`src/common/modem_ctl_regs.svh`:
```
// Purpose: Offsets, field positions and codes of the modem serial control block
// Assumes: Control word is shifted in with the function select first
// Notes:   Definitions only
`ifndef MODEM_CTL_REGS_SVH
`define MODEM_CTL_REGS_SVH

`define MC_WORD_WIDTH   16
`define MC_STAT_WIDTH   4
`define MC_FUNC_MSB     15
`define MC_FUNC_LSB     12
`define MC_LEVEL_MSB    11
`define MC_LEVEL_LSB    8
`define MC_TONE_MSB     7
`define MC_TONE_LSB     4
`define MC_MUTE_BIT     3
`define MC_CHAN_BIT     2
`define MC_DET_HI_BIT   1
`define MC_DET_LO_BIT   0
`define MC_RESET_WORD   16'h7000
`define MC_AGC_STEP_MAX 4'hA
`define MC_AGC_CLAMP    4'hB
`define MC_AGC_AUTO     4'hC
`define MC_STAT_FIRST   2'h0
`define MC_STAT_STEP    2'h1
`define MC_PIN_COUNT    4
`define MC_PIN_SCK      0
`define MC_PIN_E        1
`define MC_PIN_RW       2
`define MC_PIN_DATA     3

`endif

```
`src/common/modem_ctl_pkg.sv`:
```
// Purpose: Types shared by the modem serial control block
// Assumes: Nothing beyond the register header
// Notes:   Undefined function codes are not members of the enum
package modem_ctl_pkg;

    typedef enum logic [3:0] {
        FM_FSK       = 4'h0,
        FM_FSK_LB    = 4'h1,
        FM_CALL_PROGRESS_DETECT      = 4'h2,
        FM_ANSWER    = 4'h3,
        FM_DTMF_TX   = 4'h4,
        FM_SINGLE    = 4'h5,
        FM_PD1       = 4'h6,
        FM_PD2       = 4'h7,
        FM_DTMF_RX   = 4'h8,
        FM_DTMF_LB   = 4'h9
    } func_mode_e;

    typedef enum logic [2:0] {
        LS_MID       = 3'h0,
        LS_FSK       = 3'h1,
        LS_ANSWER    = 3'h2,
        LS_DUAL      = 3'h3,
        LS_SINGLE    = 3'h4
    } line_src_e;

endpackage

```
`src/design/modem_mode_ctl.sv`:
```
// Purpose: Serial control interface and mode control of a 300-baud FSK/DTMF modem
// Assumes: Pins i_sck, i_e, i_rw, i_data_in are asynchronous; detector inputs share i_clk
// Notes:   Analog paths are represented only by the selects and enables they need
//
// Overview of operation
// - Direction low: each rising shift clock shifts one data bit into the word
// - Direction low and strobe high: word passes through to the active settings
// - Direction high: strobe rise loads decoded tone, bit 0 driven on data pin
// - Each following shift clock rise presents next status bit, wrapping 3 to 0
// - Function select decodes ten modes, FSK through tone loopback
// - FSK: receive data out, detect low while carrier valid
// - Tone transmit: dual tone out, receiver off, receive data and detect high
// - Call progress: detect low on valid tone, receive data high, line mid-supply
// - Answer tone: 2100 Hz out, receiver off, receive data and detect high
// - FSK loopback: modulator fed to demodulator, outputs as in FSK
// - Tone receive: valid low on tone, receive data high, line mid-supply
// - Tone loopback: generator fed to receiver, valid low on recognised tone
// - Single tone: one of eight frequencies by tone code, receive data and detect high
// - Power-down 1: all off but oscillator, outputs high impedance
// - Power-down 2: all off including oscillator, outputs high impedance
// - Transmit modes: level code is attenuation in dB, 0 to 15
// - Attenuation never touches the external summing input
// - Tone receive: level 0 to 10 gain steps, 11 clamp, 12 automatic
// - Tone code picks pair in transmit and loopback, single frequency in single
// - Reset places the device in power-down 2
// - Mute bit set: tones and FSK off, line at mid-supply, summing input kept
// - FSK modes: channel bit 1 originate, 0 answer
`timescale 1ns/1ns
`include "modem_ctl_regs.svh"
module modem_mode_ctl #(
    parameter int TONE_WIDTH = 4
) (
    input  wire logic             i_clk,
    input  wire logic             i_rst_b,
    input  wire logic             i_sck,
    input  wire logic             i_e,
    input  wire logic             i_rw,
    input  wire logic             i_data_in,
    output logic                  o_data_out,
    output logic                  o_data_oe_b,
    input  wire logic             i_fsk_rx_data,
    input  wire logic             i_carrier_valid,
    input  wire logic             i_call_progress_detect_valid,
    input  wire logic             i_tone_valid,
    input  wire logic [TONE_WIDTH-1:0] i_rx_tone_code,
    output logic                  o_rxd,
    output logic                  o_rxd_oe_b,
    output logic                  o_detect_out,
    output logic                  o_detect_oe_b,
    output logic [2:0]            o_line_src,
    output logic                  o_line_oe_b,
    output logic                  o_dsi_pass,
    output logic                  o_osc_en,
    output logic                  o_osc_out_oe_b,
    output logic                  o_rx_enable,
    output logic                  o_fsk_loopback,
    output logic                  o_dtmf_loopback,
    output logic                  o_channel_orig,
    output logic [3:0]            o_tx_atten_db,
    output logic [3:0]            o_agc_step,
    output logic                  o_agc_clamp,
    output logic                  o_agc_auto,
    output logic [TONE_WIDTH-1:0] o_tone_code,
    output logic                  o_single_high_group,
    output logic [1:0]            o_detect_time_sel
);

    initial
    begin
        if (TONE_WIDTH != `MC_STAT_WIDTH)
            $error("modem_mode_ctl: TONE_WIDTH must be 4");
    end

    // Pin synchronisers; stage one feeds only stage two
    logic [`MC_PIN_COUNT-1:0] pin_s1_r;
    logic [`MC_PIN_COUNT-1:0] pin_s2_r;
    logic [`MC_PIN_COUNT-1:0] pin_s3_r;
    logic [`MC_PIN_COUNT-1:0] pin_raw;

    assign pin_raw = {i_data_in, i_rw, i_e, i_sck};

    genvar g;
    generate
        for (g = 0; g < `MC_PIN_COUNT; g++)
        begin : g_sync
            always_ff @(posedge i_clk)
            begin
                if (!i_rst_b)
                begin
                    pin_s1_r[g] <= 1'b0;
                    pin_s2_r[g] <= 1'b0;
                    pin_s3_r[g] <= 1'b0;
                end
                else
                begin
                    pin_s1_r[g] <= pin_raw[g];
                    pin_s2_r[g] <= pin_s1_r[g];
                    pin_s3_r[g] <= pin_s2_r[g];
                end
            end
        end
    endgenerate

    logic sck_rise;
    logic e_rise;
    logic e_s;
    logic rw_s;
    logic data_s;

    assign sck_rise = pin_s2_r[`MC_PIN_SCK] && !pin_s3_r[`MC_PIN_SCK];
    assign e_rise   = pin_s2_r[`MC_PIN_E] && !pin_s3_r[`MC_PIN_E];
    assign e_s      = pin_s2_r[`MC_PIN_E];
    assign rw_s     = pin_s2_r[`MC_PIN_RW];
    assign data_s   = pin_s2_r[`MC_PIN_DATA];

    // Control word shifter
    logic                      shift_en;
    logic [`MC_WORD_WIDTH-1:0] shift_word;

    assign shift_en = sck_rise && !rw_s;

    serial_shift_reg #(
        .WIDTH   (`MC_WORD_WIDTH)
    ) u_shift (
        .i_clk   (i_clk),
        .i_rst_b (i_rst_b),
        .i_shift (shift_en),
        .i_bit   (data_s),
        .o_word  (shift_word)
    );

    // Active settings; transparent while strobe high so a strobe held
    // during shifting would expose partial words to the mode logic
    logic [`MC_WORD_WIDTH-1:0] active_r;

    always_ff @(posedge i_clk)
    begin
        if (!i_rst_b)
            active_r <= `MC_RESET_WORD;
        else if (!rw_s && e_s)
            active_r <= shift_word;
    end

    modem_ctl_pkg::func_mode_e func;
    logic [3:0]                level;
    logic                      tx_mute;
    logic                      channel_sel;

    assign func        = modem_ctl_pkg::func_mode_e'(active_r[`MC_FUNC_MSB:`MC_FUNC_LSB]);
    assign level       = active_r[`MC_LEVEL_MSB:`MC_LEVEL_LSB];
    assign tx_mute     = active_r[`MC_MUTE_BIT];
    assign channel_sel = active_r[`MC_CHAN_BIT];

    // Status readout
    logic [TONE_WIDTH-1:0] status_r;
    logic [1:0]            rd_idx_r;
    logic [1:0]            rd_idx_next;
    logic                  data_out_r;

    assign rd_idx_next = rd_idx_r + `MC_STAT_STEP;

    always_ff @(posedge i_clk)
    begin
        if (!i_rst_b)
        begin
            status_r   <= '0;
            rd_idx_r   <= `MC_STAT_FIRST;
            data_out_r <= 1'b0;
        end
        else if (rw_s && e_rise)
        begin
            status_r   <= i_rx_tone_code;
            rd_idx_r   <= `MC_STAT_FIRST;
            data_out_r <= i_rx_tone_code[`MC_STAT_FIRST];
        end
        else if (rw_s && sck_rise)
        begin
            rd_idx_r   <= rd_idx_next;
            data_out_r <= status_r[rd_idx_next];
        end
        else if (!rw_s)
            rd_idx_r   <= `MC_STAT_FIRST;
    end

    // Mode decode
    logic                      outs_on;
    logic                      osc_nxt;
    logic                      rx_en_nxt;
    logic                      fsk_lb_nxt;
    logic                      dtmf_lb_nxt;
    logic                      tx_mode;
    logic                      rxd_nxt;
    logic                      det_nxt;
    modem_ctl_pkg::line_src_e  line_nxt;

    always_comb
    begin
        outs_on     = 1'b1;
        osc_nxt     = 1'b1;
        rx_en_nxt   = 1'b0;
        fsk_lb_nxt  = 1'b0;
        dtmf_lb_nxt = 1'b0;
        tx_mode     = 1'b0;
        rxd_nxt     = 1'b1;
        det_nxt     = 1'b1;
        line_nxt    = modem_ctl_pkg::LS_MID;
        unique case (func)
            modem_ctl_pkg::FM_FSK, modem_ctl_pkg::FM_FSK_LB:
            begin
                rx_en_nxt  = 1'b1;
                tx_mode    = 1'b1;
                fsk_lb_nxt = (func == modem_ctl_pkg::FM_FSK_LB);
                det_nxt    = !i_carrier_valid;
                rxd_nxt    = i_carrier_valid ? i_fsk_rx_data : 1'b1;
                line_nxt   = modem_ctl_pkg::LS_FSK;
            end
            modem_ctl_pkg::FM_CALL_PROGRESS_DETECT:
            begin
                rx_en_nxt  = 1'b1;
                det_nxt    = !i_call_progress_detect_valid;
            end
            modem_ctl_pkg::FM_ANSWER:
            begin
                tx_mode    = 1'b1;
                line_nxt   = modem_ctl_pkg::LS_ANSWER;
            end
            modem_ctl_pkg::FM_DTMF_TX:
            begin
                tx_mode    = 1'b1;
                line_nxt   = modem_ctl_pkg::LS_DUAL;
            end
            modem_ctl_pkg::FM_SINGLE:
            begin
                tx_mode    = 1'b1;
                line_nxt   = modem_ctl_pkg::LS_SINGLE;
            end
            modem_ctl_pkg::FM_PD1:
                outs_on    = 1'b0;
            modem_ctl_pkg::FM_PD2:
            begin
                outs_on    = 1'b0;
                osc_nxt    = 1'b0;
            end
            modem_ctl_pkg::FM_DTMF_RX:
            begin
                rx_en_nxt  = 1'b1;
                det_nxt    = !i_tone_valid;
            end
            modem_ctl_pkg::FM_DTMF_LB:
            begin
                rx_en_nxt   = 1'b1;
                tx_mode     = 1'b1;
                dtmf_lb_nxt = 1'b1;
                det_nxt     = !i_tone_valid;
                line_nxt    = modem_ctl_pkg::LS_DUAL;
            end
            default:
                outs_on    = 1'b0;
        endcase
        if (tx_mute)
            line_nxt = modem_ctl_pkg::LS_MID;
    end

    // Registered pin outputs
    always_ff @(posedge i_clk)
    begin
        if (!i_rst_b)
        begin
            o_rxd          <= 1'b1;
            o_detect_out   <= 1'b1;
            o_rxd_oe_b     <= 1'b1;
            o_detect_oe_b  <= 1'b1;
            o_line_oe_b    <= 1'b1;
            o_line_src     <= modem_ctl_pkg::LS_MID;
            o_dsi_pass     <= 1'b0;
            o_osc_en       <= 1'b0;
            o_osc_out_oe_b <= 1'b1;
        end
        else
        begin
            o_rxd          <= rxd_nxt;
            o_detect_out   <= det_nxt;
            o_rxd_oe_b     <= !outs_on;
            o_detect_oe_b  <= !outs_on;
            o_line_oe_b    <= !outs_on;
            o_line_src     <= line_nxt;
            o_dsi_pass     <= outs_on;
            o_osc_en       <= osc_nxt;
            o_osc_out_oe_b <= !osc_nxt;
        end
    end

    // Analog settings
    logic dtmf_rx;

    assign dtmf_rx = (func == modem_ctl_pkg::FM_DTMF_RX);

    always_ff @(posedge i_clk)
    begin
        if (!i_rst_b)
        begin
            o_rx_enable         <= 1'b0;
            o_fsk_loopback      <= 1'b0;
            o_dtmf_loopback     <= 1'b0;
            o_channel_orig      <= 1'b0;
            o_tx_atten_db       <= '0;
            o_agc_step          <= '0;
            o_agc_clamp         <= 1'b0;
            o_agc_auto          <= 1'b0;
            o_tone_code         <= '0;
            o_single_high_group <= 1'b0;
            o_detect_time_sel   <= '0;
        end
        else
        begin
            o_rx_enable         <= rx_en_nxt && outs_on;
            o_fsk_loopback      <= fsk_lb_nxt;
            o_dtmf_loopback     <= dtmf_lb_nxt;
            // Keyed on the mode, not the line source, so mute keeps the channel
            o_channel_orig      <= (func == modem_ctl_pkg::FM_FSK || fsk_lb_nxt)
                                   && channel_sel;
            o_tx_atten_db       <= tx_mode ? level : '0;
            o_agc_step          <= (dtmf_rx && level <= `MC_AGC_STEP_MAX) ? level : '0;
            o_agc_clamp         <= dtmf_rx && (level == `MC_AGC_CLAMP);
            o_agc_auto          <= dtmf_rx && (level == `MC_AGC_AUTO);
            o_tone_code         <= active_r[`MC_TONE_MSB:`MC_TONE_LSB];
            o_single_high_group <= active_r[`MC_TONE_MSB];
            o_detect_time_sel   <= {active_r[`MC_DET_HI_BIT], active_r[`MC_DET_LO_BIT]};
        end
    end

    // Data pin driven only during readout with the device awake
    assign o_data_out  = data_out_r;
    assign o_data_oe_b = !(rw_s && o_dsi_pass);
endmodule // modem_mode_ctl

```
`src/design/serial_shift_reg.sv`:
```
// Purpose: Serial-in parallel-out register for the control word
// Assumes: i_shift is a one-cycle pulse on the block clock
// Notes:   First bit in ends up in the MSB after WIDTH shifts
`timescale 1ns/1ns
module serial_shift_reg #(
    parameter int WIDTH = 16
) (
    input  wire logic             i_clk,
    input  wire logic             i_rst_b,
    input  wire logic             i_shift,
    input  wire logic             i_bit,
    output logic [WIDTH-1:0]      o_word
);

    initial
    begin
        if (WIDTH < 2)
            $error("serial_shift_reg: WIDTH must be at least 2");
    end

    always_ff @(posedge i_clk)
    begin
        if (!i_rst_b)
            o_word <= '0;
        else if (i_shift)
            o_word <= {o_word[WIDTH-2:0], i_bit};
    end

endmodule // serial_shift_reg

```
`config.mk`:
```
export PLATFORM = sky130hd
export DESIGN_NAME = modem_mode_ctl
export DESIGN_NICKNAME = d
export VERILOG_FILES = /design/src/common/modem_ctl_pkg.sv /design/src/design/modem_mode_ctl.sv /design/src/design/serial_shift_reg.sv
export VERILOG_INCLUDE_DIRS = /design/src /design/src/common
export SDC_FILE = /design/constraint.sdc
export NUM_CORES = 1
export LEC_CHECK = 0
export BUFFER_PORTS_ARGS = -buffer_cell sky130_fd_sc_hd__buf_4
export CAP_MARGIN = 10
export CORE_UTILIZATION = 54
export DETAILED_ROUTE_END_ITERATION = 8
export PLACE_DENSITY = 0.83
export SKIP_LAST_GASP = 1
export SYNTH_ARGS = -nofsm -noshare
export SYNTH_HDL_FRONTEND = slang
export SYNTH_SLANG_ARGS = --single-unit
```
`constraint.sdc`:
```
create_clock -name i_clk -period 1.3 [get_ports i_clk]
set_input_delay 0 -clock i_clk [delete_from_list [all_inputs] [get_ports i_clk]]
set_output_delay 0 -clock i_clk [all_outputs]
set_load 0.05 [all_outputs]
```
---- Word level (Yosys, flattened, before mapping) ----
Index checks and enable logic that the tools add are counted.
Widths: inputs -> output; s select.
word-level totals
  register bits ........................... 79
  logic and storage cells ................. 96
  output and inout port bits .............. 34
operators by class
  bitwise operators ....................... 1
  add/subtract/negate cells ............... 1
  multiplexer cells ....................... 14
  reduce and logical (&&, ||, !) cells .... 34
  $lt $le $gt $ge ......................... 2
  equality and inequality tests ........... 11
operators with widths
  kind                 count
  $eq 4x4->1 const B   4
  $eq 4x3->1 const B   3
  $logic_and 1x1->1    12
  $pmux 3 s4           1
  $reduce_or 2->1      5
  $mux 1               9
  $eq 4x2->1 const B   2
  $logic_not 1->1      8
  $reduce_or 8->1      1
  $reduce_or 6->1      1
  $reduce_or 5->1      1
  $eq 4x1->1 const B   1
  $le 4x4->1 const B   1
  $logic_not 4->1      1
  $mux 2               2
  $reduce_and 2->1     2
  $lt 2x3->1 const B   1
  $pmux 1 s3           1
  $reduce_and 3->1     1
  $add 2x1->2 const B  1
  $bmux 1 s2           1
  $ne 2x1->1 const B   1
  $reduce_bool 2->1    1
  $logic_or 1x1->1     1
  $not 1->1            1

---- Depth between registers and ports, before layout ----
Gate-level depths: netlist of the first run.
  depth after elaboration ................. 5
  gate-level depth with buffers ........... 6
  depth with buffers taken out ............ 3

---- By module ----
A second synthesis of the first run with hierarchy kept.
second synthesis, totals
  cells, all modules ...................... 270
  area total of the unflattened synthesis .. 2802.7 um2
modules (own cells, without submodules)
  module            area an instance (um2)  times used  cells an instance  sequential area each (um2)
  modem_mode_ctl    2187.1                  1           219                1241.2
  serial_shift_reg  615.6                   1           51                 320.3

---- Least setup slack after synthesis of the first run ----
Ideal clock, no wire load.
  kind .................................... flip-flop to flip-flop
  from .................................... register o_data_out (netlist name)
  to ...................................... register data_out_r (netlist: o_data_out)
  required time ........................... 1183 ps
  arrival ................................. 1153 ps
  path slack .............................. 29 ps
  setup time .............................. 117 ps
  period minus slack after synthesis ...... 1271 ps
  path buffers ............................ 0
  cell stages (with the launch flop) ...... 4
  path through ............................ dfxtp_1 nor2b_1 a311o_1 a32o_1
RTL lines
  element                 RTL line               source
  end signal: assignment  modem_mode_ctl.sv:174  data_out_r <= i_rx_tone_code[`MC_STAT_FIRST];
  end signal: assignment  modem_mode_ctl.sv:179  data_out_r <= status_r[rd_idx_next];
  end: declaration        modem_mode_ctl.sv:158  logic data_out_r;

---- Worst setup path in the final report of the first run ----
  from .................................... register rd_idx_r[0]
  to ...................................... register data_out_r (netlist: o_data_out)
on the way
  word-level cells in the longest chain between the ends .. 5
ends and longest elaborated chain
  element                       RTL line               source
  start: declaration            modem_mode_ctl.sv:156  logic [1:0] rd_idx_r;
  start signal: assignment      modem_mode_ctl.sv:167  rd_idx_r <= `MC_STAT_FIRST;
  start signal: assignment      modem_mode_ctl.sv:173  rd_idx_r <= `MC_STAT_FIRST;
  start signal: assignment      modem_mode_ctl.sv:178  rd_idx_r <= rd_idx_next;
  $add 2x1->2 (no source line)  -
  $bmux 1 s2                    modem_mode_ctl.sv:179
  $mux 1 (not written as such)  modem_mode_ctl.sv:179
  $mux 1                        modem_mode_ctl.sv:176  else if (rw_s && sck_rise)
  $mux 1                        modem_mode_ctl.sv:170  else if (rw_s && e_rise)
No other way between the ends. The select of a mux whose other input is x is not followed.
A chain may end at the register's enable or synchronous reset.

==> qor.csv, run 1 <==
stage;metric;value;unit
outcome;status;completed;
grt;antenna violations before repair;0;
timing;slew of the pin with the lowest slew margin;0.358;ns
clock_tree;Clock Path Buffers;2;
critical_path;Top delay family on crit path;multiplexers;
critical_path;CP max stage delay;0.50;ns
synth;synthesized area;2810;um^2
route;via count;2056;
clock_tree;clk_lat worst skew;0.33;ns
hold_path;WHS Path Cells;3;
timing;Fin Setup TNS;0;ns
critical_path;CP Cell Sequence;mux4_2 -> a32o_1;
placement;post-DP HPWL;3.25;mm
timing;final hold vios;0;
layout;Ant. Diodes;0;
hold_path;hold path endpoint;o_detect_out;
layout;P&R area growth vs syn;25.6;%
route;initial DRC count;45;
clock_tree;setup bufs post-CTS;0;
synth;sequential-to-total area share from yosys stat;55.6;%
synth;Synth cell types;40;
synth;YS warnings;0;
power_and_ir_drop;PwrDens;1260;nW/um^2
route;Pre-antenna DRT Iters;4;
route;routed vias/inst;4.86;
critical_path;Req. time, crit path;1.53;ns
clock_tree;CTS Buf Count;9;
clock_tree;H-tree depth;3;
die;Core ar.;4880;um^2
route;DRT Wirelength;4.77;mm
critical_path;WS Path Type;flop to flop;
placement;IO buf count;47;
die;Starting Density;57.6;%
clock_tree;TritonCTS clock tree;done;
grt;first-pass GRT wire length;7.85;mm
synth;syn_nets;304;
grt;largest net degree at the start of global routing;31;
power_and_ir_drop;Switching Share;22.6;%
timing;Slew HR;76.1;%
critical_path;CP max-delay cell;mux4_2;
timing;f_max;823;MHz
synth;Cells after Synth;290;
critical_path;CP Max Fanout;2;
grt;Total GRT Usage;18.8;%
die;Die H;74.1;um
route;DRC;0;
die;Die ar.;5500;um^2
route;per-cell routed wire length;11.3;um
layout;most common cell after layout, fill and taps aside;dfxtp_1;
power_and_ir_drop;net load switching power;1000;uW
power_and_ir_drop;register share of total power;54.9;%
placement;dpl cell area;3230;um^2
power_and_ir_drop;Logic pwr share;6.5;%
timing;Slew Limit Fails;0;
timing;clk_skew;0.00861;ns
critical_path;crit path DAT;1.45;ns
die;io pins;48;
critical_path;Critical Path End Type;flop;
flow_run;number of max-cap violations;0;
timing;final setup vio count;0;
critical_path;Reg2Reg Setup Slack;0.08;ns
route;DRT antenna net count;0;
layout;Design Area, Final;3530;um^2
power_and_ir_drop;clock power share;38.6;%
timing;fin crit share;93.5;%
grt;global route overflow;0;
placement;DP Worst Slack;0.0863;ns
critical_path;RR Endpoint;o_data_out;
hold_path;Hold Path Class;input port to flop;
die;DIE WIDTH;74.1;um
die;FP Rows;25;
timing;crit path setup slack, layout;0.0847;ns
critical_path;startpoint types;flop;
power_and_ir_drop;internal power;3440;uW
placement;GPL Wtd Cong;0.798;
hold_path;hold_sp;i_tone_valid;
synth;synthesis-stage register bit count;78;
synth;number of enable flip-flop cells after synthesis;0;
layout;most frequent cells in the layout;dfxtp_1, nand2_1, buf_4;
grt;vias in the first global route;1841;
synth;Avg Cell Area, Syn;9.69;um^2
critical_path;reg-to-reg startpoint;rd_idx_r[0];
power_and_ir_drop;worst vdd ir;0.00122;V
synth;Synth Flop Type;dfxtp_1;
layout;Layout Nets;365;
timing;Final Critical Period;1.22;ns
timing;RSZ-0062 raised after global routing;false;
clock_tree;CTS clk-pin slew, worst paths;0.08;ns
critical_path;worst-case reg-to-reg path depth;2;
critical_path;WP buf/inv;0;
layout;layout cells sized above 1;22.8;%
synth;async set-or-reset flop fraction in the synthesized netlist;0;%
clock_tree;root buf cell;clkbuf_8;
power_and_ir_drop;Pleak;0.00146;uW
clock_tree;clk sinks;78;
-- cell families after synthesis --
kind of cell | Yosys count | synth area share, %
buffers and inverters | 24 | 4.76
DFF | 78 | 55.6
and+or+nand+nor | 138 | 26.0
AOI/OAI and AO/OA | 43 | 10.9
xor gates and xnor gates | 3 | 0.935
muxes | 4 | 1.87
-- power by group through the flow --
stage | clock, uW | sequential (uW) | combinational [uW]
after global placement | 0 | 2500 | 256
after detailed placement | 0 | 2500 | 260
after floorplan | 0 | 2530 | 149
after global routing | 1860 | 2450 | 309
after CTS | 1740 | 2440 | 287
final | 1720 | 2440 | 287
-- worst max-delay path by stage --
stage,depth (start not counted),start,end
floorplan,3,o_data_out,o_data_out
detailed placement,4,pin_s2_r[0],u_shift.o_word[1]
finish,2,rd_idx_r[0],o_data_out
global placement,2,rd_idx_r[0],o_data_out
CTS,5,rw_s,u_shift.o_word[1]
global route,3,active_r[12],o_tx_atten_db[1]
-- worst reg2reg max path, delay by kind of cell (launching register included) --
kind | cells | cell delay (ns)
multiplexers | 1 | 0.50
flip-flops | 1 | 0.35
AO/OA/AOI/OAI | 1 | 0.26
-- stage by stage --
stage / std cells / hold slack, ns / total power, uW / util, %
finish: 423 / 0.0242 / 4450 / 72.3
global route: 423 / 0.0625 / 4610 / 72.3
CTS: 423 / 0.0180 / 4470 / 72.3
detailed placement: 396 / 0.199 / 2760 / 66.1
global placement: 396 / 0.196 / 2750 / 66.1
floorplan: 290 / 0.0963 / 2680 / -
-- cell usage after synthesis (all sizes together) (2+ instances only) --
master | number | area (um^2)
and2 | 17 | 106
nand2b | 4 | 25.0
a21boi | 29 | 218
nand3 | 4 | 20.0
buf | 14 | 93.8
inv | 2 | 7.51
nor4b | 3 | 41.3
and3b | 5 | 43.8
a21oi | 4 | 20.0
nor3 | 3 | 15.0
nand3b | 2 | 15.0
xor2 | 2 | 17.5
nor2 | 8 | 30.0
clkbuf | 8 | 32.5
o21ai | 5 | 25.0
and4b | 2 | 20.0
dfxtp | 78 | 1560
nor2b | 8 | 50.1
o21a | 2 | 15.0
nand2 | 71 | 267
and3 | 4 | 25.0
mux2i | 3 | 30.0
-- layout make-up --
type / instances / area, um^2
timing repair buffer: 72 / 568
sequential: 78 / 1560
multi-input combinational: 188 / 1110
tap: 67 / 83.8
fill: 350 / 1350
inverter: 2 / 7.51
clock inverter: 5 / 60.1
clock buffer: 11 / 131
-- sequential cells by signal, indices dropped and copies added (netlist names), 2 cells and up --
name	count
status_r	4
o_tone_code	4
u_shift.o_word	16
pin_s1_r	4
pin_s3_r	2
rd_idx_r	2
active_r	16
o_agc_step	4
o_tx_atten_db	4
o_detect_time_sel	2
o_line_src	3
-- repair_timing --
action	4_1_cts	5_1_grt
endpoints found under the setup margin	0	5
hold buffers	11	0
hold endpoints to repair	11	0
gates resized for setup	0	3
-- metal layers --
| layer | vias up | routed length [um] | track usage [%] |
|---|---|---|---|
| li1 | 1076 | - | - |
| met1 | 926 | 2140 | 20.8 |
| met2 | 49 | 2380 | 33.9 |
| met3 | 5 | 182 | 4.88 |
| met4 | 0 | 63 | 8.12 |
| met5 | - | 0 | 0 |
Power figures use the tool's default switching activity.
==> run 2, diff against run 1 <==
ABC_AREA = 0   (was default)
HOLD_SLACK_MARGIN = 0.15   (was default)
RECOVER_POWER = 25   (was default)
==> qor.csv, run 2 (synthesis gave the netlist of run 1 again) <==
stage;metric;value;unit;change
power_and_ir_drop;PwrDens;1270;nW/um^2;was 1260 nW/um^2
outcome;status;completed;;unchanged
clock_tree;root buf cell;clkbuf_8;;unchanged
critical_path;crit path DAT;1.43;ns;was 1.45 ns
timing;final hold vios;0;;unchanged
clock_tree;TritonCTS clock tree;done;;unchanged
clock_tree;clk_lat worst skew;0.33;ns;about the same
timing;Slew Limit Fails;0;;unchanged
route;WL met2;2.51;mm;was 2.38 mm
critical_path;CP Max Fanout;18;;was 2
timing;f_max;821;MHz;was 823 MHz
critical_path;Req. time, crit path;1.52;ns;was 1.53 ns
timing;RSZ-0062 raised after global routing;false;;unchanged
route;per-cell routed wire length;11.6;um;was 11.3 um
hold_path;hold_sp;i_rx_tone_code[0];;was i_tone_valid
clock_tree;setup bufs post-CTS;0;;unchanged
route;Metal-1 WL;2.17;mm;was 2.14 mm
clock_tree;CTS Buf Count;9;;unchanged
route;initial DRC count;53;;was 45
die;Die H;74.1;um;unchanged
power_and_ir_drop;Pleak;0.00140;uW;was 0.00146 uW
timing;Final Critical Period;1.22;ns;about the same
timing;final setup vio count;0;;unchanged
route;DRT antenna net count;0;;unchanged
critical_path;RR Endpoint;o_data_out;;unchanged
layout;fillers;374;;was 350
timing;slew of the pin with the lowest slew margin;0.604;ns;was 0.358 ns
hold_path;Hold Path Class;input port to flop;;unchanged
route;routed vias/inst;4.89;;was 4.86
critical_path;worst-case reg-to-reg path depth;2;;unchanged
route;DRT Wirelength;4.92;mm;was 4.77 mm
layout;most frequent cells in the layout;dfxtp_1, nand2_1, buf_4;;unchanged
route;via count;2083;;was 2,056
grt;vias in the first global route;1875;;was 1,841
die;Core ar.;4880;um^2;unchanged
critical_path;Critical Path End Type;flop;;unchanged
layout;P&R area growth vs syn;24.0;%;was 25.6%
flow_run;number of max-cap violations;0;;unchanged
route;metal3 WL;186;um;was 182 um
layout;most common cell after layout, fill and taps aside;dfxtp_1;;unchanged
layout;Ant. Diodes;0;;unchanged
critical_path;startpoint types;input port;;was flop
grt;antenna violations before repair;0;;unchanged
placement;dpl cell area;3230;um^2;unchanged
clock_tree;H-tree depth;3;;unchanged
die;Starting Density;57.6;%;unchanged
hold_path;WHS Path Cells;4;;was 3
layout;Design Area, Final;3490;um^2;was 3530 um^2
timing;Slew HR;59.9;%;was 76.1%
placement;GPL Wtd Cong;0.798;;unchanged
grt;global route overflow;0;;unchanged
die;Die ar.;5500;um^2;unchanged
layout;layout cells sized above 1;17.8;%;was 22.8%
critical_path;WS Path Type;input port to flop;;was flop to flop
critical_path;Reg2Reg Setup Slack;0.08;ns;about the same
power_and_ir_drop;worst vdd ir;0.00122;V;about the same
route;Pre-antenna DRT Iters;4;;unchanged
die;FP Rows;25;;unchanged
route;uppermost layer routed;met4;;unchanged
grt;Total GRT Usage;19.3;%;was 18.8%
die;DIE WIDTH;74.1;um;unchanged
route;DRC;0;;unchanged
die;io pins;48;;unchanged
critical_path;reg-to-reg startpoint;rd_idx_r[0];;unchanged
grt;largest net degree at the start of global routing;31;;unchanged
placement;post-DP HPWL;3.25;mm;unchanged
layout;Layout Nets;368;;was 365
clock_tree;clk sinks;78;;unchanged
grt;first-pass GRT wire length;8.03;mm;was 7.85 mm
clock_tree;CTS clk-pin slew, worst paths;0.07;ns;was 0.08 ns
timing;fin crit share;93.6;%;was 93.5%
hold_path;hold path endpoint;status_r[0];;was o_detect_out
timing;Fin Setup TNS;0;ns;unchanged
placement;IO buf count;47;;unchanged
layout;Util after Layout;71.4;%;was 72.3%
layout;biggest regs;active_r x16, u_shift.o_word x16;;unchanged
clock_tree;Clock Path Buffers;2;;unchanged
timing;clk_skew;0.00849;ns;was 0.00861 ns
[run 2: timing repair]
action / 4_1_cts / 5_1_grt
resized for setup: 0 / 3
hold buffers: 14 / 0
setup endpoints to repair: 0 / 5
hold endpoints to repair: 22 / 0
[run 2: worst max-delay path by stage]
stage / from / end / slack, ns / depth (start not counted)
floorplan: o_data_out / o_data_out / 0.03 / 3
global placement: rd_idx_r[0] / o_data_out / 0.11 / 2
global route: active_r[12] / o_tx_atten_db[1] / 0.01 / 3
detailed placement: pin_s2_r[0] / u_shift.o_word[1] / 0.09 / 4
CTS: rw_s / u_shift.o_word[1] / 0.02 / 5
finish: i_rst_b / pin_s1_r[0] / 0.08 / 4
[run 2: layout make-up]
cell class / instances / area (um^2) / area share [%]
multi-input cells: 188 / 1110 / 32.0
inverters: 2 / 7.51 / 0.215
well taps: 67 / 83.8 / 2.40
clock inverters: 5 / 60.1 / 1.72
clock buffers: 11 / 131 / 3.77
flip-flops and latches: 78 / 1560 / 44.9
repair buffers: 75 / 524 / 15.0
[run 2: where the power goes]
group	switching (uW)	leakage (uW)	internal (uW)
Sequential	24.0	0.000632	2420
Combinational	157	0.000678	133
Clock	817	0.0000935	892
Total	997	0.00140	3440
[run 2: routing by layer]
| layer | GRT usage [%] | vias to the layer above |
|---|---|---|
| met4 | 8.97 | 0 |
| met5 | 0 | - |
| met2 | 35.2 | 53 |
| met1 | 21.0 | 942 |
| li1 | - | 1082 |
| met3 | 4.88 | 6 |
[run 2: metrics by stage]
step / instances / worst slack [ns] / hold slack (ns) / total power (uW)
6_report: 426 / 0.0826 / 0.172 / 4440
5_1_grt: 426 / 0.0102 / 0.166 / 4620
4_1_cts: 426 / 0.0155 / 0.154 / 4480
3_5_place_dp: 396 / 0.0863 / 0.199 / 2760
3_3_place_gp: 396 / 0.115 / 0.196 / 2750
2_1_floorplan: 290 / 0.0292 / 0.0963 / 2680
[run 2: worst max-delay path: stages]
cell and delay [ns]:
dlygate4sd3_1 0.53, buf_4 0.19, and2_1 0.15, dlygate4sd3_1 0.56
